===== src/rtl/pspt_pkg.sv =====
// Shared constants and types of the PCM serial port timing block
package pspt_pkg;
  // Frame timing in aclk cycles; a bit cell is two cycles
  localparam logic [8:0] LAST_CYC = 9'h1FF;
  localparam int BIT_CELL = 2;
  localparam logic PH_SAMPLE = 1'b0;
  localparam logic PH_LAUNCH = 1'b1;
  localparam logic [8:0] DLY_COMP = 9'h040;
  localparam logic [8:0] DLY_LIN = 9'h080;
  localparam logic [9:0] LOW_LIMIT = 10'h200;
  // Slot lengths in bits
  localparam logic [4:0] LEN_COMP = 5'h08;
  localparam logic [4:0] LEN_LIN = 5'h10;
  localparam logic [4:0] LEN_DC = 5'h08;
  // Register byte offsets
  localparam logic [7:0] OFS_CTRL = 8'h00;
  localparam logic [7:0] OFS_STATUS = 8'h04;
  localparam logic [7:0] OFS_TX_PCM1 = 8'h08;
  localparam logic [7:0] OFS_TX_PCM2 = 8'h0C;
  localparam logic [7:0] OFS_TX_ADPCM = 8'h10;
  localparam logic [7:0] OFS_RX_PCM1 = 8'h14;
  localparam logic [7:0] OFS_RX_PCM2 = 8'h18;
  localparam logic [7:0] OFS_RX_ADPCM = 8'h1C;
  // Bus responses
  localparam logic [1:0] RESP_OKAY = 2'h0;
  localparam logic [1:0] RESP_SLVERR = 2'h2;
  // Encoder mode codes
  typedef enum logic [2:0] {
    ENC_32K = 3'b000,
    ENC_24K = 3'b001,
    ENC_16K = 3'b010,
    ENC_ABYP = 3'b011,
    ENC_ABYP16 = 3'b100,
    ENC_PBYP = 3'b101,
    ENC_ARST = 3'b110,
    ENC_ODIS = 3'b111
  } pspt_enc_mode_t;
  typedef enum logic {
    PORT_FRAME_SYNC = 1'b0,
    PORT_STROBED = 1'b1
  } pspt_port_mode_t;
  // Control register layout, low five bits
  typedef struct packed {
    logic encoder_mode_bit2;
    logic encoder_mode_bit1;
    logic encoder_mode_bit0;
    logic sel;
    logic linear;
  } pspt_ctrl_t;
  localparam pspt_ctrl_t CTRL_RESET = 5'h00;
  localparam logic [15:0] WORD_RESET = 16'h0000;
endpackage


===== src/rtl/pspt_lane.sv =====
// One serial slot lane: parallel word out, serial bits in, MSB first
`timescale 1ns/100ps
module pspt_lane #(
  parameter int W = 16
) (
  // Clock and reset
  input wire logic aclk,
  input wire logic aresetn,
  // Timing
  input wire logic sample,
  input wire logic in_slot,
  input wire logic clear,
  input wire logic [4:0] len,
  // Data
  input wire logic serial_in,
  input wire logic [W-1:0] tx_word,
  output logic tx_bit,
  output logic [W-1:0] rx_word
);
  logic [W-1:0] shreg;
  logic [W-1:0] next_shreg;
  logic [4:0] cnt;
  logic [4:0] shamt;

  // Word is left aligned so the first slot bit sits at the top
  assign shamt = 5'(W) - len;
  assign next_shreg = {shreg[W-2:0], serial_in};
  assign tx_bit = shreg[W-1];

  // Shift while in slot, reload the outgoing word between slots
  always_ff @(posedge aclk) begin
    if (!aresetn) begin
      shreg <= '0;
      cnt <= '0;
    end else if (sample) begin
      if (in_slot) begin
        shreg <= next_shreg;
        cnt <= cnt + 5'h01;
      end else begin
        shreg <= tx_word << shamt;
        cnt <= '0;
      end
    end
  end

  // Received word lands when the slot's last bit is in
  always_ff @(posedge aclk) begin
    if (!aresetn || clear) begin
      rx_word <= '0;
    end else if (sample && in_slot && (cnt == len - 5'h01)) begin
      rx_word <= next_shreg & ~({W{1'b1}} << len);
    end
  end
endmodule


===== src/rtl/pspt_top.sv =====
// PCM serial port timing: frame counter, strobes, serial lanes, bus slave
`timescale 1ns/100ps
module pspt_top #(
  parameter int ADDR_W = 8,
  parameter logic [4:0] CH_B1 = 5'h00,
  parameter logic [4:0] CH_B2 = 5'h02,
  parameter logic [4:0] CH_D = 5'h04,
  parameter logic [4:0] CH_C = 5'h05
) (
  // Clock and reset
  input wire logic aclk,
  input wire logic aresetn,
  // AXI4-Lite write
  input wire logic [ADDR_W-1:0] awaddr,
  input wire logic awvalid,
  output logic awready,
  input wire logic [31:0] wdata,
  input wire logic [3:0] wstrb,
  input wire logic wvalid,
  output logic wready,
  output logic [1:0] bresp,
  output logic bvalid,
  input wire logic bready,
  // AXI4-Lite read
  input wire logic [ADDR_W-1:0] araddr,
  input wire logic arvalid,
  output logic arready,
  output logic [31:0] rdata,
  output logic [1:0] rresp,
  output logic rvalid,
  input wire logic rready,
  // Timing pins
  input wire logic frame_pulse_in_n,
  input wire logic bit_clock_in,
  input wire logic slot1_strobe_in,
  input wire logic slot2_strobe_in,
  output logic slot1_strobe_out,
  output logic slot1_strobe_oe_n,
  output logic slot2_strobe_out,
  output logic slot2_strobe_oe_n,
  output logic half_rate_bit_clock_out,
  output logic half_rate_bit_clock_oe_n,
  output logic delayed_frame_pulse_out_n,
  output logic delayed_frame_oe_n,
  // Serial data pins
  input wire logic pcm_in_port1,
  input wire logic pcm_in_port2,
  input wire logic compressed_in,
  output logic pcm_out_port1,
  output logic pcm_out_port1_oe_n,
  output logic pcm_out_port2,
  output logic pcm_out_port2_oe_n,
  output logic compressed_out,
  output logic compressed_out_oe_n
);
  pspt_pkg::pspt_ctrl_t ctrl;
  pspt_pkg::pspt_enc_mode_t enc_mode;
  pspt_pkg::pspt_port_mode_t port_mode;
  logic [15:0] tx_pcm1, tx_pcm2, tx_adpcm;
  logic [15:0] rx_pcm1, rx_pcm2, rx_adpcm;
  logic [15:0] word1, word2, word_a;
  logic [ADDR_W-1:0] aw_addr;
  logic [31:0] w_data;
  logic [3:0] w_strb;
  logic [7:0] wa, ra;
  logic wr_fire, wr_ok, rd_err;
  logic [31:0] rd_data;
  logic fp_prev, bc_prev, frame_start, fs, linear, sel;
  logic [9:0] low_cnt;
  logic [8:0] cyc, dly;
  logic [7:0] bit_idx, idx_nx;
  logic phase, bc_rise, bc_fall, launch, sample;
  logic [4:0] len;
  logic s1_now, s2_now, s1_nx, s2_nx, cmp_now, cmp_nx;
  logic s1_hit_nx, s2_hit_nx, s1_first_nx, dc_now, dc_nx, dc_drive, dc_off, dc_bit;
  logic abyp, pbyp, arst, odis, m16, sel16;
  logic tx_bit1, tx_bit2, tx_bit_a;

  // True when idx falls in the slot starting at channel ch
  function automatic logic slot_hit(input logic [7:0] idx, input logic [4:0] ch,
                                    input logic [4:0] n);
    logic [8:0] base;
    base = {1'b0, ch, 3'h0};
    slot_hit = ({1'b0, idx} >= base) && ({1'b0, idx} < base + {4'h0, n});
  endfunction

  // Byte-lane merge of a 16-bit register
  function automatic logic [15:0] merge16(input logic [15:0] old, input logic [15:0] nw,
                                          input logic [1:0] st);
    merge16 = {st[1] ? nw[15:8] : old[15:8], st[0] ? nw[7:0] : old[7:0]};
  endfunction

  // Write channel: address and data taken in either order
  always_ff @(posedge aclk) begin
    if (!aresetn) begin
      awready <= 1'b1;
      wready <= 1'b1;
      bvalid <= 1'b0;
      bresp <= pspt_pkg::RESP_OKAY;
      aw_addr <= '0;
      w_data <= '0;
      w_strb <= '0;
    end else begin
      if (awvalid && awready) begin
        aw_addr <= awaddr;
        awready <= 1'b0;
      end
      if (wvalid && wready) begin
        w_data <= wdata;
        w_strb <= wstrb;
        wready <= 1'b0;
      end
      if (wr_fire) begin
        bvalid <= 1'b1;
        bresp <= wr_ok ? pspt_pkg::RESP_OKAY : pspt_pkg::RESP_SLVERR;
      end
      if (bvalid && bready) begin
        bvalid <= 1'b0;
        awready <= 1'b1;
        wready <= 1'b1;
      end
    end
  end

  assign wr_fire = !awready && !wready && !bvalid;
  assign wa = {aw_addr[7:2], 2'b00};
  assign ra = {araddr[7:2], 2'b00};
  assign wr_ok = (wa <= pspt_pkg::OFS_RX_ADPCM);

  // Register writes; status and receive words ignore writes
  always_ff @(posedge aclk) begin
    if (!aresetn) begin
      ctrl <= pspt_pkg::CTRL_RESET;
      tx_pcm1 <= pspt_pkg::WORD_RESET;
      tx_pcm2 <= pspt_pkg::WORD_RESET;
      tx_adpcm <= pspt_pkg::WORD_RESET;
    end else if (wr_fire) begin
      if (wa == pspt_pkg::OFS_CTRL && w_strb[0]) begin
        ctrl <= pspt_pkg::pspt_ctrl_t'(w_data[4:0]);
      end
      if (wa == pspt_pkg::OFS_TX_PCM1) begin
        tx_pcm1 <= merge16(tx_pcm1, w_data[15:0], w_strb[1:0]);
      end
      if (wa == pspt_pkg::OFS_TX_PCM2) begin
        tx_pcm2 <= merge16(tx_pcm2, w_data[15:0], w_strb[1:0]);
      end
      if (wa == pspt_pkg::OFS_TX_ADPCM) begin
        tx_adpcm <= merge16(tx_adpcm, w_data[15:0], w_strb[1:0]);
      end
    end
  end

  // Read decode; unmapped words answer zero with an error
  always_comb begin
    rd_data = '0;
    rd_err = 1'b0;
    case (ra)
      pspt_pkg::OFS_CTRL: rd_data = {27'h0, ctrl};
      pspt_pkg::OFS_STATUS: rd_data = {23'h0, bit_idx, !fs};
      pspt_pkg::OFS_TX_PCM1: rd_data = {16'h0000, tx_pcm1};
      pspt_pkg::OFS_TX_PCM2: rd_data = {16'h0000, tx_pcm2};
      pspt_pkg::OFS_TX_ADPCM: rd_data = {16'h0000, tx_adpcm};
      pspt_pkg::OFS_RX_PCM1: rd_data = {16'h0000, rx_pcm1};
      pspt_pkg::OFS_RX_PCM2: rd_data = {16'h0000, rx_pcm2};
      pspt_pkg::OFS_RX_ADPCM: rd_data = {16'h0000, rx_adpcm};
      default: rd_err = 1'b1;
    endcase
  end

  // Read channel, one cycle from address to data
  always_ff @(posedge aclk) begin
    if (!aresetn) begin
      arready <= 1'b1;
      rvalid <= 1'b0;
      rdata <= '0;
      rresp <= pspt_pkg::RESP_OKAY;
    end else if (arvalid && arready) begin
      arready <= 1'b0;
      rvalid <= 1'b1;
      rdata <= rd_data;
      rresp <= rd_err ? pspt_pkg::RESP_SLVERR : pspt_pkg::RESP_OKAY;
    end else if (rvalid && rready) begin
      rvalid <= 1'b0;
      arready <= 1'b1;
    end
  end

  // Encoder mode decode; all eight codes are legal
  assign enc_mode = pspt_pkg::pspt_enc_mode_t'({ctrl.encoder_mode_bit2,
                                                ctrl.encoder_mode_bit1,
                                                ctrl.encoder_mode_bit0});
  always_comb begin
    abyp = 1'b0;
    pbyp = 1'b0;
    arst = 1'b0;
    odis = 1'b0;
    m16 = 1'b0;
    unique case (enc_mode)
      pspt_pkg::ENC_32K, pspt_pkg::ENC_24K: begin
        m16 = 1'b0;
      end
      pspt_pkg::ENC_16K: m16 = 1'b1;
      pspt_pkg::ENC_ABYP: abyp = 1'b1;
      pspt_pkg::ENC_ABYP16: begin
        abyp = 1'b1;
        m16 = 1'b1;
      end
      pspt_pkg::ENC_PBYP: pbyp = 1'b1;
      pspt_pkg::ENC_ARST: arst = 1'b1;
      pspt_pkg::ENC_ODIS: odis = 1'b1;
    endcase
  end

  // Pin mode: a frame pulse held low a whole frame means strobed operation
  always_ff @(posedge aclk) begin
    if (!aresetn) begin
      fp_prev <= 1'b1;
      bc_prev <= 1'b0;
      low_cnt <= '0;
      port_mode <= pspt_pkg::PORT_FRAME_SYNC;
    end else begin
      fp_prev <= frame_pulse_in_n;
      bc_prev <= bit_clock_in;
      if (frame_pulse_in_n) begin
        low_cnt <= '0;
        port_mode <= pspt_pkg::PORT_FRAME_SYNC;
      end else if (low_cnt != pspt_pkg::LOW_LIMIT) begin
        low_cnt <= low_cnt + 10'h001;
      end else begin
        port_mode <= pspt_pkg::PORT_STROBED;
      end
    end
  end

  assign fs = (port_mode == pspt_pkg::PORT_FRAME_SYNC);
  assign frame_start = frame_pulse_in_n && !fp_prev;

  // Frame cycle counter, restarted by the end of each frame pulse; reset parks it
  // on the last cycle so the first slot after release is a whole one
  always_ff @(posedge aclk) begin
    if (!aresetn) begin
      cyc <= pspt_pkg::LAST_CYC;
    end else if (frame_start || cyc == pspt_pkg::LAST_CYC) begin
      cyc <= '0;
    end else begin
      cyc <= cyc + 9'h001;
    end
  end

  assign linear = ctrl.linear;
  assign sel = ctrl.sel;
  assign phase = cyc[0];
  assign bit_idx = cyc[8:1];
  assign idx_nx = bit_idx + 8'h01;
  assign len = linear ? pspt_pkg::LEN_LIN : pspt_pkg::LEN_COMP;
  assign dly = linear ? pspt_pkg::DLY_LIN : pspt_pkg::DLY_COMP;
  // Bit clock edges; in frame-sync mode it is held low and unused
  assign bc_rise = bit_clock_in && !bc_prev;
  assign bc_fall = !bit_clock_in && bc_prev;
  // Launch ends a cell, sample at its middle; strobed mode follows the pin
  assign launch = fs ? (phase == pspt_pkg::PH_LAUNCH) : bc_rise;
  assign sample = fs ? (phase == pspt_pkg::PH_SAMPLE) : bc_fall;

  // Slot windows: counted in frame-sync mode, strobe pins in strobed mode
  assign s1_hit_nx = slot_hit(idx_nx, CH_B1, len);
  assign s2_hit_nx = slot_hit(idx_nx, CH_B2, len);
  assign s1_first_nx = (idx_nx == {CH_B1, 3'h0});
  assign s1_now = fs ? slot_hit(bit_idx, CH_B1, len) : slot1_strobe_in;
  assign s2_now = fs ? slot_hit(bit_idx, CH_B2, len) : slot2_strobe_in;
  assign s1_nx = fs ? s1_hit_nx : slot1_strobe_in;
  assign s2_nx = fs ? s2_hit_nx : slot2_strobe_in;
  assign sel16 = m16 && sel;
  assign cmp_now = sel16 ? s2_now : s1_now;
  assign cmp_nx = sel16 ? s2_nx : s1_nx;
  assign dc_now = fs && (slot_hit(bit_idx, CH_D, pspt_pkg::LEN_DC) ||
                         slot_hit(bit_idx, CH_C, pspt_pkg::LEN_DC));
  assign dc_nx = fs && (slot_hit(idx_nx, CH_D, pspt_pkg::LEN_DC) ||
                        slot_hit(idx_nx, CH_C, pspt_pkg::LEN_DC));
  assign dc_drive = dc_nx && !slot1_strobe_in;
  assign dc_off = dc_nx && slot1_strobe_in && !s1_nx;

  // Bypass routing: PCM bypass picks a port by select, ADPCM bypass loops back
  assign word1 = (pbyp && !sel) ? rx_adpcm : tx_pcm1;
  assign word2 = (pbyp && sel) ? rx_adpcm : tx_pcm2;
  assign word_a = abyp ? rx_adpcm : pbyp ? (sel ? rx_pcm2 : rx_pcm1) : tx_adpcm;

  pspt_lane #(.W(16)) u_lane1 (
    .aclk(aclk), .aresetn(aresetn), .sample(sample), .in_slot(s1_now), .clear(arst),
    .len(len), .serial_in(pcm_in_port1), .tx_word(word1), .tx_bit(tx_bit1),
    .rx_word(rx_pcm1)
  );
  pspt_lane #(.W(16)) u_lane2 (
    .aclk(aclk), .aresetn(aresetn), .sample(sample), .in_slot(s2_now), .clear(arst),
    .len(len), .serial_in(pcm_in_port2), .tx_word(word2), .tx_bit(tx_bit2),
    .rx_word(rx_pcm2)
  );
  pspt_lane #(.W(16)) u_lane_a (
    .aclk(aclk), .aresetn(aresetn), .sample(sample), .in_slot(cmp_now), .clear(arst),
    .len(len), .serial_in(compressed_in), .tx_word(word_a), .tx_bit(tx_bit_a),
    .rx_word(rx_adpcm)
  );

  // D and C bits are retransmitted one cell late, the cost of a single flop
  always_ff @(posedge aclk) begin
    if (!aresetn) begin
      dc_bit <= 1'b0;
    end else if (sample && dc_now) begin
      dc_bit <= pcm_in_port1;
    end
  end

  // Serial outputs change only at launch and float outside their slots
  always_ff @(posedge aclk) begin
    if (!aresetn) begin
      pcm_out_port1 <= 1'b0;
      pcm_out_port1_oe_n <= 1'b1;
      pcm_out_port2 <= 1'b0;
      pcm_out_port2_oe_n <= 1'b1;
      compressed_out <= 1'b0;
      compressed_out_oe_n <= 1'b1;
    end else if (launch) begin
      pcm_out_port1 <= dc_drive ? dc_bit : tx_bit1;
      pcm_out_port1_oe_n <= !(s1_nx || dc_drive);
      pcm_out_port2 <= tx_bit2;
      pcm_out_port2_oe_n <= !s2_nx;
      compressed_out <= tx_bit_a;
      compressed_out_oe_n <= !(cmp_nx && !odis);
    end
  end

  // Strobe, clock and frame outputs; all float in strobed mode
  always_ff @(posedge aclk) begin
    if (!aresetn) begin
      slot1_strobe_out <= 1'b0;
      slot1_strobe_oe_n <= 1'b1;
      slot2_strobe_out <= 1'b0;
      slot2_strobe_oe_n <= 1'b1;
      half_rate_bit_clock_out <= 1'b0;
      half_rate_bit_clock_oe_n <= 1'b1;
      delayed_frame_pulse_out_n <= 1'b1;
      delayed_frame_oe_n <= 1'b1;
    end else begin
      slot1_strobe_oe_n <= !fs;
      if (!fs) begin
        slot1_strobe_out <= 1'b0;
      end else if (launch) begin
        slot1_strobe_out <= linear ? s1_first_nx : s1_hit_nx;
      end
      slot2_strobe_oe_n <= !(fs && !linear);
      if (!fs || linear) begin
        slot2_strobe_out <= 1'b0;
      end else if (launch) begin
        slot2_strobe_out <= s2_hit_nx;
      end
      // High in the first half of each cell; a frame start forces the next cell's
      // first half, so a late frame pulse realigns the clock at once
      half_rate_bit_clock_out <= fs && (frame_start || phase == pspt_pkg::PH_LAUNCH);
      half_rate_bit_clock_oe_n <= !fs;
      delayed_frame_pulse_out_n <= !(fs && cyc == dly);
      delayed_frame_oe_n <= !fs;
    end
  end

  // Checks
  localparam int DFP_WAIT_COMP = 66;
  localparam int DFP_WAIT_LIN = 130;
  logic [4:0] hi_cnt;
  logic odis_q;
  always_ff @(posedge aclk) begin
    if (!aresetn || !slot1_strobe_out) begin
      hi_cnt <= '0;
    end else begin
      hi_cnt <= hi_cnt + 5'h01;
    end
  end
  assign odis_q = odis;
endmodule


===== config.mk =====
export PLATFORM = sky130hd
export DESIGN_NAME = pspt_top
export DESIGN_NICKNAME = d
export VERILOG_FILES = /design/src/rtl/pspt_pkg.sv /design/src/rtl/pspt_lane.sv /design/src/rtl/pspt_top.sv
export SDC_FILE = /design/constraint.sdc
export NUM_CORES = 1
export LEC_CHECK = 0
export BUFFER_PORTS_ARGS = -buffer_cell sky130_fd_sc_hd__buf_2
export CORE_MARGIN = 2
export CORE_UTILIZATION = 63
export CTS_BUF_LIST = sky130_fd_sc_hd__clkbuf_8
export CTS_CLUSTER_DIAMETER = 80
export CTS_CLUSTER_SIZE = 20
export DETAILED_ROUTE_END_ITERATION = 7
export GPL_TIMING_DRIVEN = 0
export PLACE_DENSITY = 0.83
export SYNTH_ARGS = -nofsm -noshare
export SYNTH_HDL_FRONTEND = slang
export SYNTH_HIERARCHICAL = 1
export SYNTH_SLANG_ARGS = --single-unit

===== constraint.sdc =====
create_clock -name aclk -period 4 [get_ports aclk]
set_clock_uncertainty 0.15 [all_clocks]
set_input_delay 0.4 -clock aclk [delete_from_list [all_inputs] [get_ports aclk]]
set_output_delay 0.4 -clock aclk [all_outputs]
set_load 0.02 [all_outputs]

== Word-level counts from Yosys, hierarchy flattened ==
Cells that the tools add are included.

* Add/subtract/negate cells: 9
* Order comparisons: 15
* Eq/ne operators: 22
* Shift-type cells: 4
* Multiplexer cells: 36
* Bitwise logic cells: 7
* Reduce and logical (&&, ||, !) cells: 75

{| class="wikitable"
|+ Operators with widths
! cell !! number
|-
| 2-to-1 mux 16 bit || 8
|-
| case mux 16 bit (8 select lines) || 1
|-
| bitwise AND 16 bit || 3
|-
| << shifter 16 x 5 -> 16 bit || 3
|-
| logical AND 1 bit || 34
|-
| >= comparator 8 x 6 -> 1 bit, second input constant || 4
|-
| < comparator 8 x 6 -> 1 bit, second input constant || 4
|-
| equality test 6 x 3 -> 1 bit, second input constant || 5
|-
| equality test 6 x 2 -> 1 bit, second input constant || 4
|-
| zero test 8 bit || 3
|-
| 2-to-1 mux 5 bit || 4
|-
| 2-to-1 mux 1 bit || 19
|-
| AND reduction 3 bit || 6
|-
| >= comparator 8 x 5 -> 1 bit, second input constant || 2
|-
| zero test 1 bit || 16
|-
| < comparator 8 x 5 -> 1 bit || 2
|-
| NOT 16 bit || 1
|-
| << shifter 16 x 5 -> 16 bit, first input constant || 1
|-
| adder 5 x 1 -> 5 bit, second input constant || 3
|-
| equality test 5 bit || 3
|-
| equality test 3 bit, second input constant || 4
|-
| OR reduction 2 bit || 6
|-
| adder 10 x 1 -> 10 bit, second input constant || 1
|-
| inequality test 10 bit, second input constant || 1
|-
| 20 further kinds || 30
|}

* Register bits after elaboration: 266
* Input bits: 66
* Output and inout port bits: 55
* Logic and storage cells: 217

== Depth between registers and ports, before layout ==
Gate-level depths: netlist of the first run.

* Word-level depth: 8
* Depth in mapped cells: 14
* Depth with buffers taken out: 11

== By module ==
Netlist of the first run, hierarchy kept.

{| class="wikitable"
|+ By module, submodules not included
! module !! instances !! cells each !! area an instance (um^2) !! seq. area each (um^2)
|-
| pspt_top || 1 || 876 || 7425.9 || 2702.6
|-
| pspt_lane at u_lane1 ... || 2 || 309 || 2598.7 || 740.7
|-
| pspt_lane at u_lane_a || 1 || 319 || 2590.0 || 740.7
|}

== Least setup slack after synthesis of the first run ==
OpenSTA, ideal clock, no wires.

* Path type: reg2reg
* From: reg ctrl (netlist bit linear)
* To: reg u_lane1.rx_word[13]
* Setup time: 0.070 ns
* Arrival time: 3.151 ns
* Data required time: 3.780 ns
* Slack: 0.628 ns
* Cell stages (with the launch flop): 14
* Buffers on the path: 3
* Period minus slack after synthesis: 3.372 ns
* Path through: dfxtp_1 clkbuf_1 inv_1 ha_1 o21ai_0 nand2_1 o31ai_1 clkbuf_1 nand2_1 nor4_2 o211ai_2 buf_6 or3b_1 a21oi_1

* Cells in the longest elaborated chain, start to end: 5
* Elaborated cells between the ends (all ways): 10
* Classes of those cells: add/sub (1); order compare (1); eq/ne (1); shift (1); mux (2); bitwise (2); reduce/logical (2)

{| class="wikitable"
|+ RTL lines
! what !! line !! text
|-
| from (decl) || pspt_top.sv:56 || <nowiki>pspt_pkg::pspt_ctrl_t ctrl;</nowiki>
|-
| from (signal assigned) || pspt_top.sv:133 || <nowiki>ctrl <= pspt_pkg::CTRL_RESET;</nowiki>
|-
| from (signal assigned) || pspt_top.sv:139 || <nowiki>ctrl <= pspt_pkg::pspt_ctrl_t'(w_data[4:0]);</nowiki>
|-
| 2-to-1 mux 5 bit || pspt_top.sv:255 || <nowiki>assign len = linear ? pspt_pkg::LEN_LIN : pspt_pkg::LEN_COMP;</nowiki>
|-
| < comparator 8 x 5 -> 1 bit || pspt_top.sv:84 || <nowiki>slot_hit = ({1'b0, idx} >= base) && ({1'b0, idx} < base + {4'h0, n});</nowiki>
|-
| 2-to-1 mux 1 bit || pspt_top.sv:268 || <nowiki>assign s1_now = fs ? slot_hit(bit_idx, CH_B1, len) : slot1_strobe_in;</nowiki>
|-
| via s1_now || pspt_top.sv:74 || <nowiki>logic s1_now, s2_now, s1_nx, s2_nx, cmp_now, cmp_nx;</nowiki>
|-
| logical AND 1 bit (2 in series) || pspt_lane.sv:50 || <nowiki>end else if (sample && in_slot && (cnt == len - 5'h01)) begin</nowiki>
|-
| to (signal assigned) || pspt_lane.sv:51 || <nowiki>rx_word <= next_shreg & ~({W{1'b1}} << len);</nowiki>
|-
| to (decl) || pspt_lane.sv:18 || <nowiki>output logic [W-1:0] rx_word</nowiki>
|}

The timed path passes the listed nets, and every way through them passes these cells.
A chain may end at the register's enable or synchronous reset.

== Worst setup path in the final report of the first run ==
* From: reg ctrl (netlist bit linear)
* To: reg u_lane1.rx_word[12]

The elaborated chain is that of the path after synthesis.

==> results of run 1 <==
==> cells in the mapped netlist, types with 18 or more instances <==
master	number	area, um^2
a21boi_0	69	518.0
a21oi_1	99	495.5
a22oi_1	44	330.3
a31oi_1	20	125.1
and3_1	23	143.9
buf_2	31	155.2
buf_4	30	225.2
clkbuf_1	75	281.5
dfxtp_1	246	4925
ha_1	29	362.9
inv_1	39	146.4
mux2_2	47	529.3
mux2i_1	84	840.8
mux4_2	24	540.5
nand2_1	266	998.5
nand2b_1	23	143.9
nand3_1	72	360.4
nor2_1	82	307.8
nor2b_1	58	362.9
nor3_1	18	90.09
o21a_1	22	165.2
o21ai_0	124	620.6
xnor2_1	19	166.4
xor2_1	18	157.7
==> flip-flops by register name, indices dropped and copies added (netlist names), 6 cells and up <==
| name | flops |
|---|---|
| low_cnt | 10 |
| w_data | 16 |
| u_lane_a/rx_word | 16 |
| tx_pcm1 | 16 |
| u_lane2/rx_word | 16 |
| tx_pcm2 | 16 |
| tx_adpcm | 16 |
| u_lane1/shreg | 16 |
| u_lane2/shreg | 16 |
| cyc | 9 |
| u_lane1/rx_word | 16 |
| u_lane_a/shreg | 16 |
| aw_addr | 6 |
| rdata | 16 |
==> worst paths after layout <==
check	startpoint	end	slack, ns	cells past startpoint
setup / recovery	linear$_SDFFE_PN0P_	u_lane1/rx_word[12]$_SDFFE_PP0P_	0.19	13
hold / removal	pcm_in_port2	u_lane2/rx_word[0]$_SDFFE_PP0P_	0.006	4
setup reg to reg	linear$_SDFFE_PN0P_	u_lane1/rx_word[12]$_SDFFE_PP0P_	0.19	13
hold reg to reg	slot2_strobe_out$_SDFFE_PP0P_	slot2_strobe_out$_SDFFE_PP0P_	0.31	2
==> worst max-delay path, cell delays in order (launching register included) <==
cell	delay (ns)
dfxtp_4	0.53
clkbuf_2	0.32
clkinvlp_4	0.18
ha_1	0.32
o21ai_0	0.09
nand2_1	0.11
o31ai_4	0.40
clkbuf_1	0.30
nand2_1	0.18
nor4_2	0.33
o211ai_2	0.16
buf_6	0.17
or3b_1	0.37
a21oi_1	0.15
==> logic make-up after synthesis <==
logic type,count (synthesis),synth area share
and+or+nand+nor,652,0.2202
AOI/OAI and AO/OA,490,0.2124
DFF,246,0.3237
buffers and inverters,194,0.06481
muxes,162,0.1309
xor gates and xnor gates,39,0.02385
adders and majority gates,29,0.02385
other,1,0.0002465
==> through the flow <==
stage          worst slack, ns  TNS (ns)
6_report                0.1912         0
3_5_place_dp            -1.050    -60.52
5_1_grt               0.009242         0
3_3_place_gp           -0.9676    -52.29
2_1_floorplan           0.6284         0
4_1_cts                0.09697         0
==> area by class of cell <==
type / instances / share of cell area
Antenna cell: 1 / 0.0001487
Sequential cell: 246 / 0.2929
Buffer: 155 / 0.04997
Timing Repair Buffer: 109 / 0.04120
Tap cell: 319 / 0.02372
Multi-Input combinational cell: 1434 / 0.5675
Inverter: 39 / 0.008923
Clock buffer: 17 / 0.01391
Clock inverter: 5 / 0.001710
==> what timing repair did <==
action	4_1_cts	5_1_grt
resized for setup	5	1
gates cloned	0	0
hold buffers	29	0
pin swaps	0	0
hold endpoints to repair	29	0
setup buffers	1	0
setup endpoints to repair	94	28
==> routing by layer <==
layer	wire length [um]	global-route usage	up-vias	part of all wire
met5	13	0	-	0.00027
met4	2702	0.1773	2	0.055
met3	4520	0.05548	177	0.092
met2	22240	0.6083	792	0.45
met1	19480	0.4876	7008	0.40
li1	-	-	6761	-
==> report_power, final <==
group          total [mW]  switching (mW)  internal [mW]
Combinational        1.42           0.862          0.560
Sequential           2.74           0.155           2.59
Clock                1.21           0.812          0.400
==> qor.txt, run 1 <==
Initial Util - 0.6443
Hold Crit Class - in2reg
hold_ws - 0.006461 ns
maximum VDD drop - 0.2699 mV
fillcell total - 1879
Root Driver - clkbuf_8
slew margin rel. - 0.3286
core area - 23610 um^2
port bufs - 79
Total Wirelength - 48960 um
global-route usage over all layers - 0.3730
status - finished clean
synthesized instance count - 1813
Netlist cell types - 88
commonest cells after routing, fill and taps aside - nand2_1 (266), dfxtp_1 (245), o21ai_0 (123)
Final Hold Vio Count - 0
via-per-instance ratio - 6.340
vias in the first global route - 13894
multi-input logic area - 9549 um^2
H-tree levels - 1
die area - 25410 um^2
Inserted Clock Buffers - 16
Tmin final - 3.809 ns
EDFF count, synth - 0
IO Count - 121
Post-DP Area - 16240 um^2
Worst Setup End Kind - flip-flop
Startpoint Class - flip-flop
First-pass DRT Iterations - 6
largest net degree at the start of global routing - 21
clk slew on worst S/H paths - 0.12 ns
WL/cell - 21.06 um
die width - 159.4 um
fin util - 0.7126
Worst-Margin Slew - 1.007 ns
fmax - 262.5 MHz
Max-Cap Viols - 0
Slew Limit Fails - 0
Syn Area/Cell - 8.391 um^2
post-placement cell count - 2272
Final setup viols - 0
Detailed Place HPWL - 37170 um
Routed Antenna Nets - 0
Post-synth ARST share - 0
Die H - 159.4 um
final net count - 2096
total number of vias - 14740
Crit Path Category - reg2reg
Primary FF master, synth - dfxtp_1
RSZ-0062 raised after global routing - false
most common cell after layout, fill and taps aside - nand2_1
Synth Register Bits - 246
Clock Path Buffers - 3
Layout Cells excl Fill - 2325
Rows - 56
synthesis-to-layout area growth - 10.60%
final RePlAce weighted congestion - 1.094
share of post-route cells with drive strength above 1 - 0.1481
Detailed Route Iter0 Violations - 1819
Seq/Total Area, Yosys - 0.3237
Crit path arrival time - 4.17 ns
CTS tree - yes
DRC Markers - 0
Syn. warnings - 6
grt total ovfl - 0
Total Power - 5.375 mW
global-route wire length before repair - 76140 um
WP data required - 4.36 ns
cell area after layout - 16830 um^2
# clock sinks - 246
Tcrit/Tclk final - 0.9522
Netlist Area Pre-Place - 15210 um^2
Clk Latency, worst-skew pair - 0.57 ns
sequential cell area - 4928 um^2
initial antenna violation count - 2
leakage - 6.299 nW
crit path max fanout - 12
Power Density - 319.5 nW/um^2
No activity file was read; power rests on OpenSTA's default activity.
==> run 2: changes to the inputs <==
--- a/config.mk
+++ b/config.mk
@@ -5,6 +5,7 @@
 export SDC_FILE = /design/constraint.sdc
 export NUM_CORES = 1
 export LEC_CHECK = 0
+export ABC_AREA = 1
 export BUFFER_PORTS_ARGS = -buffer_cell sky130_fd_sc_hd__buf_2
 export CORE_MARGIN = 2
 export CORE_UTILIZATION = 63
==> run 2 against run 1 <==
Effect of this change: hold slack improved by 0.0074 ns; sequential power decreased by 2%; synthesized area decreased by 0.85%; global-route usage increased by 3.8 points; maximum frequency increased by 3.3%; total power decreased by 1.3%; critical path type unchanged; largest cell class unchanged.
==> qor.txt, run 2 <==
status - finished clean
cell area after layout - 16630 um^2 (-1.1%)
post-synth top area cell - dfxtp_1
slowest stage delay, CP - 0.54 ns (about the same)
share of post-route cells with drive strength above 1 - 0.1169 (-0.03125)
WP data required - 4.29 ns (-0.07 ns)
Total Power - 5.305 mW (-1.3%)
global-route wire length before repair - 83430 um (+9.6%)
Top Family by Delay on Critical Path - simple AND/OR/NAND/NOR gates
Antenna Cells - 0 (-1)
Seq/Total Area, Yosys - 0.3265 (+0.002766)
leakage - 7.075 nW (+12%)
final RePlAce weighted congestion - 1.134 (+3.7%)
Final Hold Vio Count - 0 (unchanged)
CTS tree - yes
WL/cell - 18.93 um (-10%)
Worst Setup End Kind - flip-flop
Startpoint Class - flip-flop
slew margin rel. - 0.1394 (-0.1892)
die width - 158.7 um (-0.41%)
most common cell in the synthesized netlist - nand2_1
Slew Limit Fails - 0 (unchanged)
Power Density - 318.9 nW/um^2 (-0.17%)
cell breakdown of the critical path - clkinvlp_4 -> buf_4 -> ha_1 -> o21ai_0 -> o211ai_1 -> a21oi_1 -> nand2_1 -> nand2_1 -> buf_2 -> nand2_1 -> nor2_1 -> nand2_1 -> nor2_4 -> nand3_4 -> nor2_4 -> buf_6 -> nand2_1 -> nand2_1 -> nor2_1
# clock sinks - 246 (unchanged)
die area - 25200 um^2 (-0.83%)
hold_ws - 0.01384 ns (+0.007381 ns)
Post-synth ARST share - 0 (unchanged)
Detailed Place HPWL - 40790 um (+9.7%)
Synth Register Bits - 246 (unchanged)
synthesis-to-layout area growth - 10.28%
Post-DP Area - 16110 um^2 (-0.81%)
global-route usage over all layers - 0.4113 (+0.03836)
Worst-Margin Slew - 1.279 ns (+0.2721 ns)
IO Count - 121 (unchanged)
commonest cells after routing, fill and taps aside - nand2_1 (541), nand3_1 (271), nor2_1 (251)
core area - 23470 um^2 (-0.59%)
Netlist cell types - 52 (-41%)
Crit path arrival time - 3.98 ns (-0.19 ns)
RSZ-0062 raised after global routing - false
worst path bufs/invs - 4 (unchanged)
Inserted Clock Buffers - 16 (unchanged)
DRC Markers - 0 (unchanged)
Yosys top cell area share - 0.3265 (+0.002766)
grt total ovfl - 0 (unchanged)
Root Driver - clkbuf_8
crit path max fanout - 12 (unchanged)
via-per-instance ratio - 5.979 (-5.7%)
top cells by area, synth - dfxtp_1 (33%), nand2_1 (13%), nand3_1 (9.0%)
Total Wirelength - 53830 um (+9.9%)
Final setup viols - 0 (unchanged)
Syn Area/Cell - 6.438 um^2 (-23%)
Clock Path Buffers - 3 (unchanged)
EDFF count, synth - 0 (unchanged)
final net count - 2616 (+25%)
Clk Latency, worst-skew pair - 0.55 ns (-0.02 ns)
fmax - 271.3 MHz (+3.3%)
clk slew on worst S/H paths - 0.12 ns (about the same)
largest net degree at the start of global routing - 21 (unchanged)
Tmin final - 3.685 ns (-0.1234 ns)
Crit Path Category - reg2reg
Initial Util - 0.6426 (-0.001644)
R2R Setup Slk - 0.31 ns (+0.12 ns)
most common cell after layout, fill and taps aside - nand2_1
most instantiated cells after synthesis - nand2_1 (541), nand3_1 (271), nor2_1 (251)
slowest cell on the critical path - dfxtp_4
initial antenna violation count - 0 (-2)
synthesized instance count - 2343 (+29%)
Syn. warnings - 6 (unchanged)
Detailed Route Iter0 Violations - 2331 (+28%)
Primary FF master, synth - dfxtp_1
port bufs - 80 (+1.3%)
Most common cell on crit path - nand2_1
First-pass DRT Iterations - 6 (unchanged)
Netlist Area Pre-Place - 15080 um^2 (-0.85%)
Hold Crit Class - in2reg
maximum VDD drop - 0.3752 mV (+39%)
total number of vias - 16999 (+15%)
vias in the first global route - 15662 (+13%)
Tcrit/Tclk final - 0.9214 (-0.03085)
Rows - 56 (unchanged)
H-tree levels - 1 (unchanged)
Max-Cap Viols - 0 (unchanged)
Routed Antenna Nets - 0 (unchanged)
Die H - 158.7 um (-0.41%)
run 2: final cells by class:
cell class	count	area, um^2
buffer	123	729.5
clock buffer	18	247.7
multi-input combinational	1762	8633
inverter	267	1011
timing repair buffer	104	638.1
fill	1976	6838
timing repair inverter	1	5.005
tap	319	399.1
clock inverter	3	42.54
sequential	246	4928
run 2: cells by family (layout without fill, tap and decap cells):
family,after synthesis,count (layout),share of synthesized area
AND/OR/NAND/NOR,1182,1182,0.3500
AO/OA/AOI/OAI,493,493,0.1830
buffers and inverters,390,516,0.1151
flip-flops,246,246,0.3265
adder cells (fa/ha/maj),29,29,0.02405
XOR/XNOR,2,2,0.001161
other,1,56,0.0002486
run 2: per-stage QoR:
| stage | setup TNS, ns | utilization | setup WS (ns) | cells |
|---|---|---|---|---|
| global route | 0 | 0.7087 | 0.1242 | 2843 |
| global placement | -25.48 | 0.6855 | -0.6736 | 2797 |
| detailed placement | -24.63 | 0.6863 | -0.7200 | 2798 |
| floorplan | 0 | - | 0.9070 | 2398 |
| CTS | 0 | 0.7086 | 0.2661 | 2843 |
| finish | 0 | 0.7087 | 0.3146 | 2843 |
run 2: worst reg2reg max path, delay by kind of cell (launching register included):
kind	cells	cell delay, ns
fa+ha+maj	1	0.30
buf+inv	4	0.81
compound gates	3	0.53
simple gates	11	1.25
flops	1	0.54
run 2: worst paths after layout:
| kind | startpoint | to | cells after the start |
|---|---|---|---|
| setup / recovery | linear$_SDFFE_PN0P_ | u_lane_a/rx_word[1]$_SDFFE_PP0P_ | 19 |
| hold / removal | wdata[8] | w_data[8]$_SDFFE_PN0P_ | 3 |
| setup reg to reg | linear$_SDFFE_PN0P_ | u_lane_a/rx_word[1]$_SDFFE_PP0P_ | 19 |
| hold reg to reg | rdata[2]$_SDFFE_PN0P_ | rdata[2]$_SDFFE_PN0P_ | 2 |
run 2: per-layer routing:
layer | GRT usage | vias to the layer above | routed length, um
met5 | 0 | - | 0
met4 | 0.2294 | 0 | 3365
met3 | 0.06374 | 215 | 5398
met2 | 0.6632 | 1105 | 23920
met1 | 0.5275 | 7687 | 21140
li1 | - | 7992 | -
run 2: where the power goes:
group	leakage [nW]	internal [mW]	switching, mW	total (mW)
logic	4.92	0.434	0.911	1.34
registers	2.00	2.56	0.124	2.69
clock network	0.153	0.479	0.796	1.27
total	7.08	3.48	1.83	5.31
run 2: timing repair:
| item | 4_1_cts | 5_1_grt |
|---|---|---|
| gates resized for setup | 2 | 1 |
| hold buffers | 20 | 0 |
| hold endpoints to repair | 21 | 0 |
| endpoints found under the setup margin | 77 | 9 |
| buffers inserted | 3 | 0 |
| gates cloned | 1 | 0 |
==> run 3: changes to the inputs <==
--- a/config.mk
+++ b/config.mk
@@ -13,7 +13,6 @@
 export CTS_CLUSTER_DIAMETER = 80
 export CTS_CLUSTER_SIZE = 20
 export DETAILED_ROUTE_END_ITERATION = 7
-export GPL_TIMING_DRIVEN = 0
 export PLACE_DENSITY = 0.83
 export SYNTH_ARGS = -nofsm -noshare
 export SYNTH_HDL_FRONTEND = slang
==> run 3 against run 2 <==
Effect of this change: routed wire length decreased by 10%; critical path depth decreased by 2; via count decreased by 6.0%; utilization decreased by 2.8 points; cell count decreased by 3.9%; combinational power decreased by 9%; critical endpoint is now u_lane_a/rx_word[0]$_SDFFE_PP0P_; largest cell class unchanged; largest power group unchanged.
==> qor.txt, run 3 (same netlist as run 2, synthesis figures left out) <==
status - finished clean
via-per-instance ratio - 5.844 (-2.3%)
global-route wire length before repair - 74960 um (-10%)
r2r worst-path depth - 17 (-2)
commonest cells after routing, fill and taps aside - nand2_1 (541), nand3_1 (271), nor2_1 (249)
Worst Setup End Kind - flip-flop
fillcell total - 2139 (+8.2%)
Hold Crit Start - wdata[0]
Rows - 56 (unchanged)
vias in the first global route - 14116 (-9.9%)
Initial Util - 0.6426 (unchanged)
reg2reg end - u_lane_a/rx_word[0]$_SDFFE_PP0P_
hold_ws - 0.01458 ns (+0.0007409 ns)
final RePlAce weighted congestion - 1.039 (-8.4%)
Tmin final - 3.416 ns (-0.2696 ns)
worst hold path endpoint - w_data[0]$_SDFFE_PN0P_
clk slew on worst S/H paths - 0.12 ns (about the same)
# clock sinks - 246 (unchanged)
Tcrit/Tclk final - 0.8539 (-0.06741)
WL/cell - 17.70 um (-6.5%)
port bufs - 80 (unchanged)
Final Hold Vio Count - 0 (unchanged)
Clock Path Buffers - 3 (unchanged)
WP data required - 4.30 ns (about the same)
post-CTS setup buffers - 0 (-3)
Total Wirelength - 48360 um (-10%)
die width - 158.7 um (unchanged)
Worst-Margin Slew - 1.029 ns (-0.2499 ns)
IO Count - 121 (unchanged)
die area - 25200 um^2 (unchanged)
leakage - 6.698 nW (-5.3%)
Antenna Cells - 0 (unchanged)
DRC Markers - 0 (unchanged)
Inserted Clock Buffers - 16 (unchanged)
First-pass DRT Iterations - 6 (unchanged)
largest net degree at the start of global routing - 94 (+350%)
fin util - 0.6810 (-0.02772)
Worst Hold Depth - 3 (unchanged)
Slew Limit Fails - 0 (unchanged)
Routed Antenna Nets - 0 (unchanged)
maximum VDD drop - 0.3660 mV (-2.4%)
Final setup viols - 0 (unchanged)
initial antenna violation count - 0 (unchanged)
H-tree levels - 1 (unchanged)
global-route usage over all layers - 0.3676 (-0.04367)
sequential cell area - 4925 um^2 (about the same)
multi-input logic area - 8652 um^2 (+0.22%)
Hold Crit Class - in2reg
R2R Setup Slk - 0.58 ns (+0.27 ns)
fmax - 292.8 MHz (+7.9%)
Crit path arrival time - 3.72 ns (-0.26 ns)
Total Power - 5.124 mW (-3.4%)
Detailed Route Iter0 Violations - 1931 (-17%)
Startpoint Class - flip-flop
total number of vias - 15972 (-6.0%)
core area - 23470 um^2 (unchanged)
Crit Path Category - reg2reg
synthesis-to-layout area growth - 5.964%
final net count - 2506 (-4.2%)
Clk Latency, worst-skew pair - 0.55 ns (about the same)
reg-to-reg critical path startpoint - linear$_SDFFE_PN0P_
final setup TNS - 0 ns (unchanged)
slew margin rel. - 0.3113 (+0.1720)
Root Driver - clkbuf_8
grt total ovfl - 0 (unchanged)
Detailed Place HPWL - 35730 um (-12%)
share of post-route cells with drive strength above 1 - 0.09652 (-0.02036)
RSZ-0062 raised after global routing - false
CTS tree - yes
Die H - 158.7 um (unchanged)
most common cell after layout, fill and taps aside - nand2_1
crit path max fanout - 19 (+7)
Max-Cap Viols - 0 (unchanged)
Power Density - 320.6 nW/um^2 (+0.51%)
==> run 3: changes by cell type in the layout (fill, tap and decap cells not counted), sizes merged <==
cell	previous run	this run
clkinv	5	6
inv	263	265
bufinv	1	0
dlygate4sd3	20	23
buf	157	95
clkbuf	68	17
clkinvlp	2	0
==> run 3: area by class of cell <==
cell class	count	share of cell area
Clock buffer	17	0.01464
Clock inverter	4	0.001487
Inverter	267	0.06301
Multi-Input combinational cell	1762	0.5413
Sequential cell	246	0.3081
Tap cell	319	0.02497
Timing Repair Buffer	118	0.04650
==> run 3: per-layer routing <==
metal,track usage,share of wire,up-vias
li1,-,-,7756
met1,0.5013,0.41,7289
met2,0.5955,0.45,820
met4,0.1376,0.039,0
met3,0.04781,0.095,107
met5,0,0,-
==> run 3: stage by stage <==
stage / worst slack [ns] / instance area (um^2) / std cells
3_5_place_dp: 0.6783 / 15500 / 2689
5_1_grt: 0.3533 / 15980 / 2733
6_report: 0.5842 / 15980 / 2733
2_1_floorplan: 0.9070 / 15290 / 2398
4_1_cts: 0.6783 / 15980 / 2733
3_3_place_gp: 0.7650 / 15500 / 2689
==> run 3: critical path, stage by stage, from the launching register on <==
cell      delay (ns)
dfxtp_1         0.37
inv_1           0.17
ha_1            0.34
a21oi_1         0.04
o21ai_0         0.16
o211ai_1        0.12
a21oi_1         0.18
nand2_1         0.07
nand2_1         0.17
nand2_1         0.37
nor2_1          0.20
nand2_1         0.10
nor2_4          0.13
nand3_4         0.23
nor2_4          0.32
nand2_1         0.09
nand2_1         0.07
nor2_1          0.05
==> run 3: worst max path at each step <==
stage / slack, ns / from / to / depth (start not counted)
5_1_grt: 0.35 / linear$_SDFFE_PN0P_ / u_lane_a/rx_word[1]$_SDFFE_PP0P_ / 17
6_report: 0.58 / linear$_SDFFE_PN0P_ / u_lane_a/rx_word[0]$_SDFFE_PP0P_ / 17
3_3_place_gp: 0.77 / linear$_SDFFE_PN0P_ / u_lane_a/rx_word[10]$_SDFFE_PP0P_ / 17
4_1_cts: 0.68 / linear$_SDFFE_PN0P_ / u_lane_a/rx_word[1]$_SDFFE_PP0P_ / 17
3_5_place_dp: 0.68 / linear$_SDFFE_PN0P_ / u_lane_a/rx_word[10]$_SDFFE_PP0P_ / 17
2_1_floorplan: 0.91 / linear$_SDFFE_PN0P_ / u_lane_a/rx_word[0]$_SDFFE_PP0P_ / 19
==> run 3: what timing repair did <==
action	CTS	global route
hold buffers	23	0
hold endpoints to repair	24	0
gates resized for setup	0	0
==> run 3: where the power goes <==
group	switching, mW	total, mW	internal, mW	leakage [nW]
clock	0.805	1.20	0.398	0.143
combinational	0.837	1.22	0.387	4.55
sequential	0.133	2.70	2.56	2.00
total	1.78	5.12	3.35	6.70
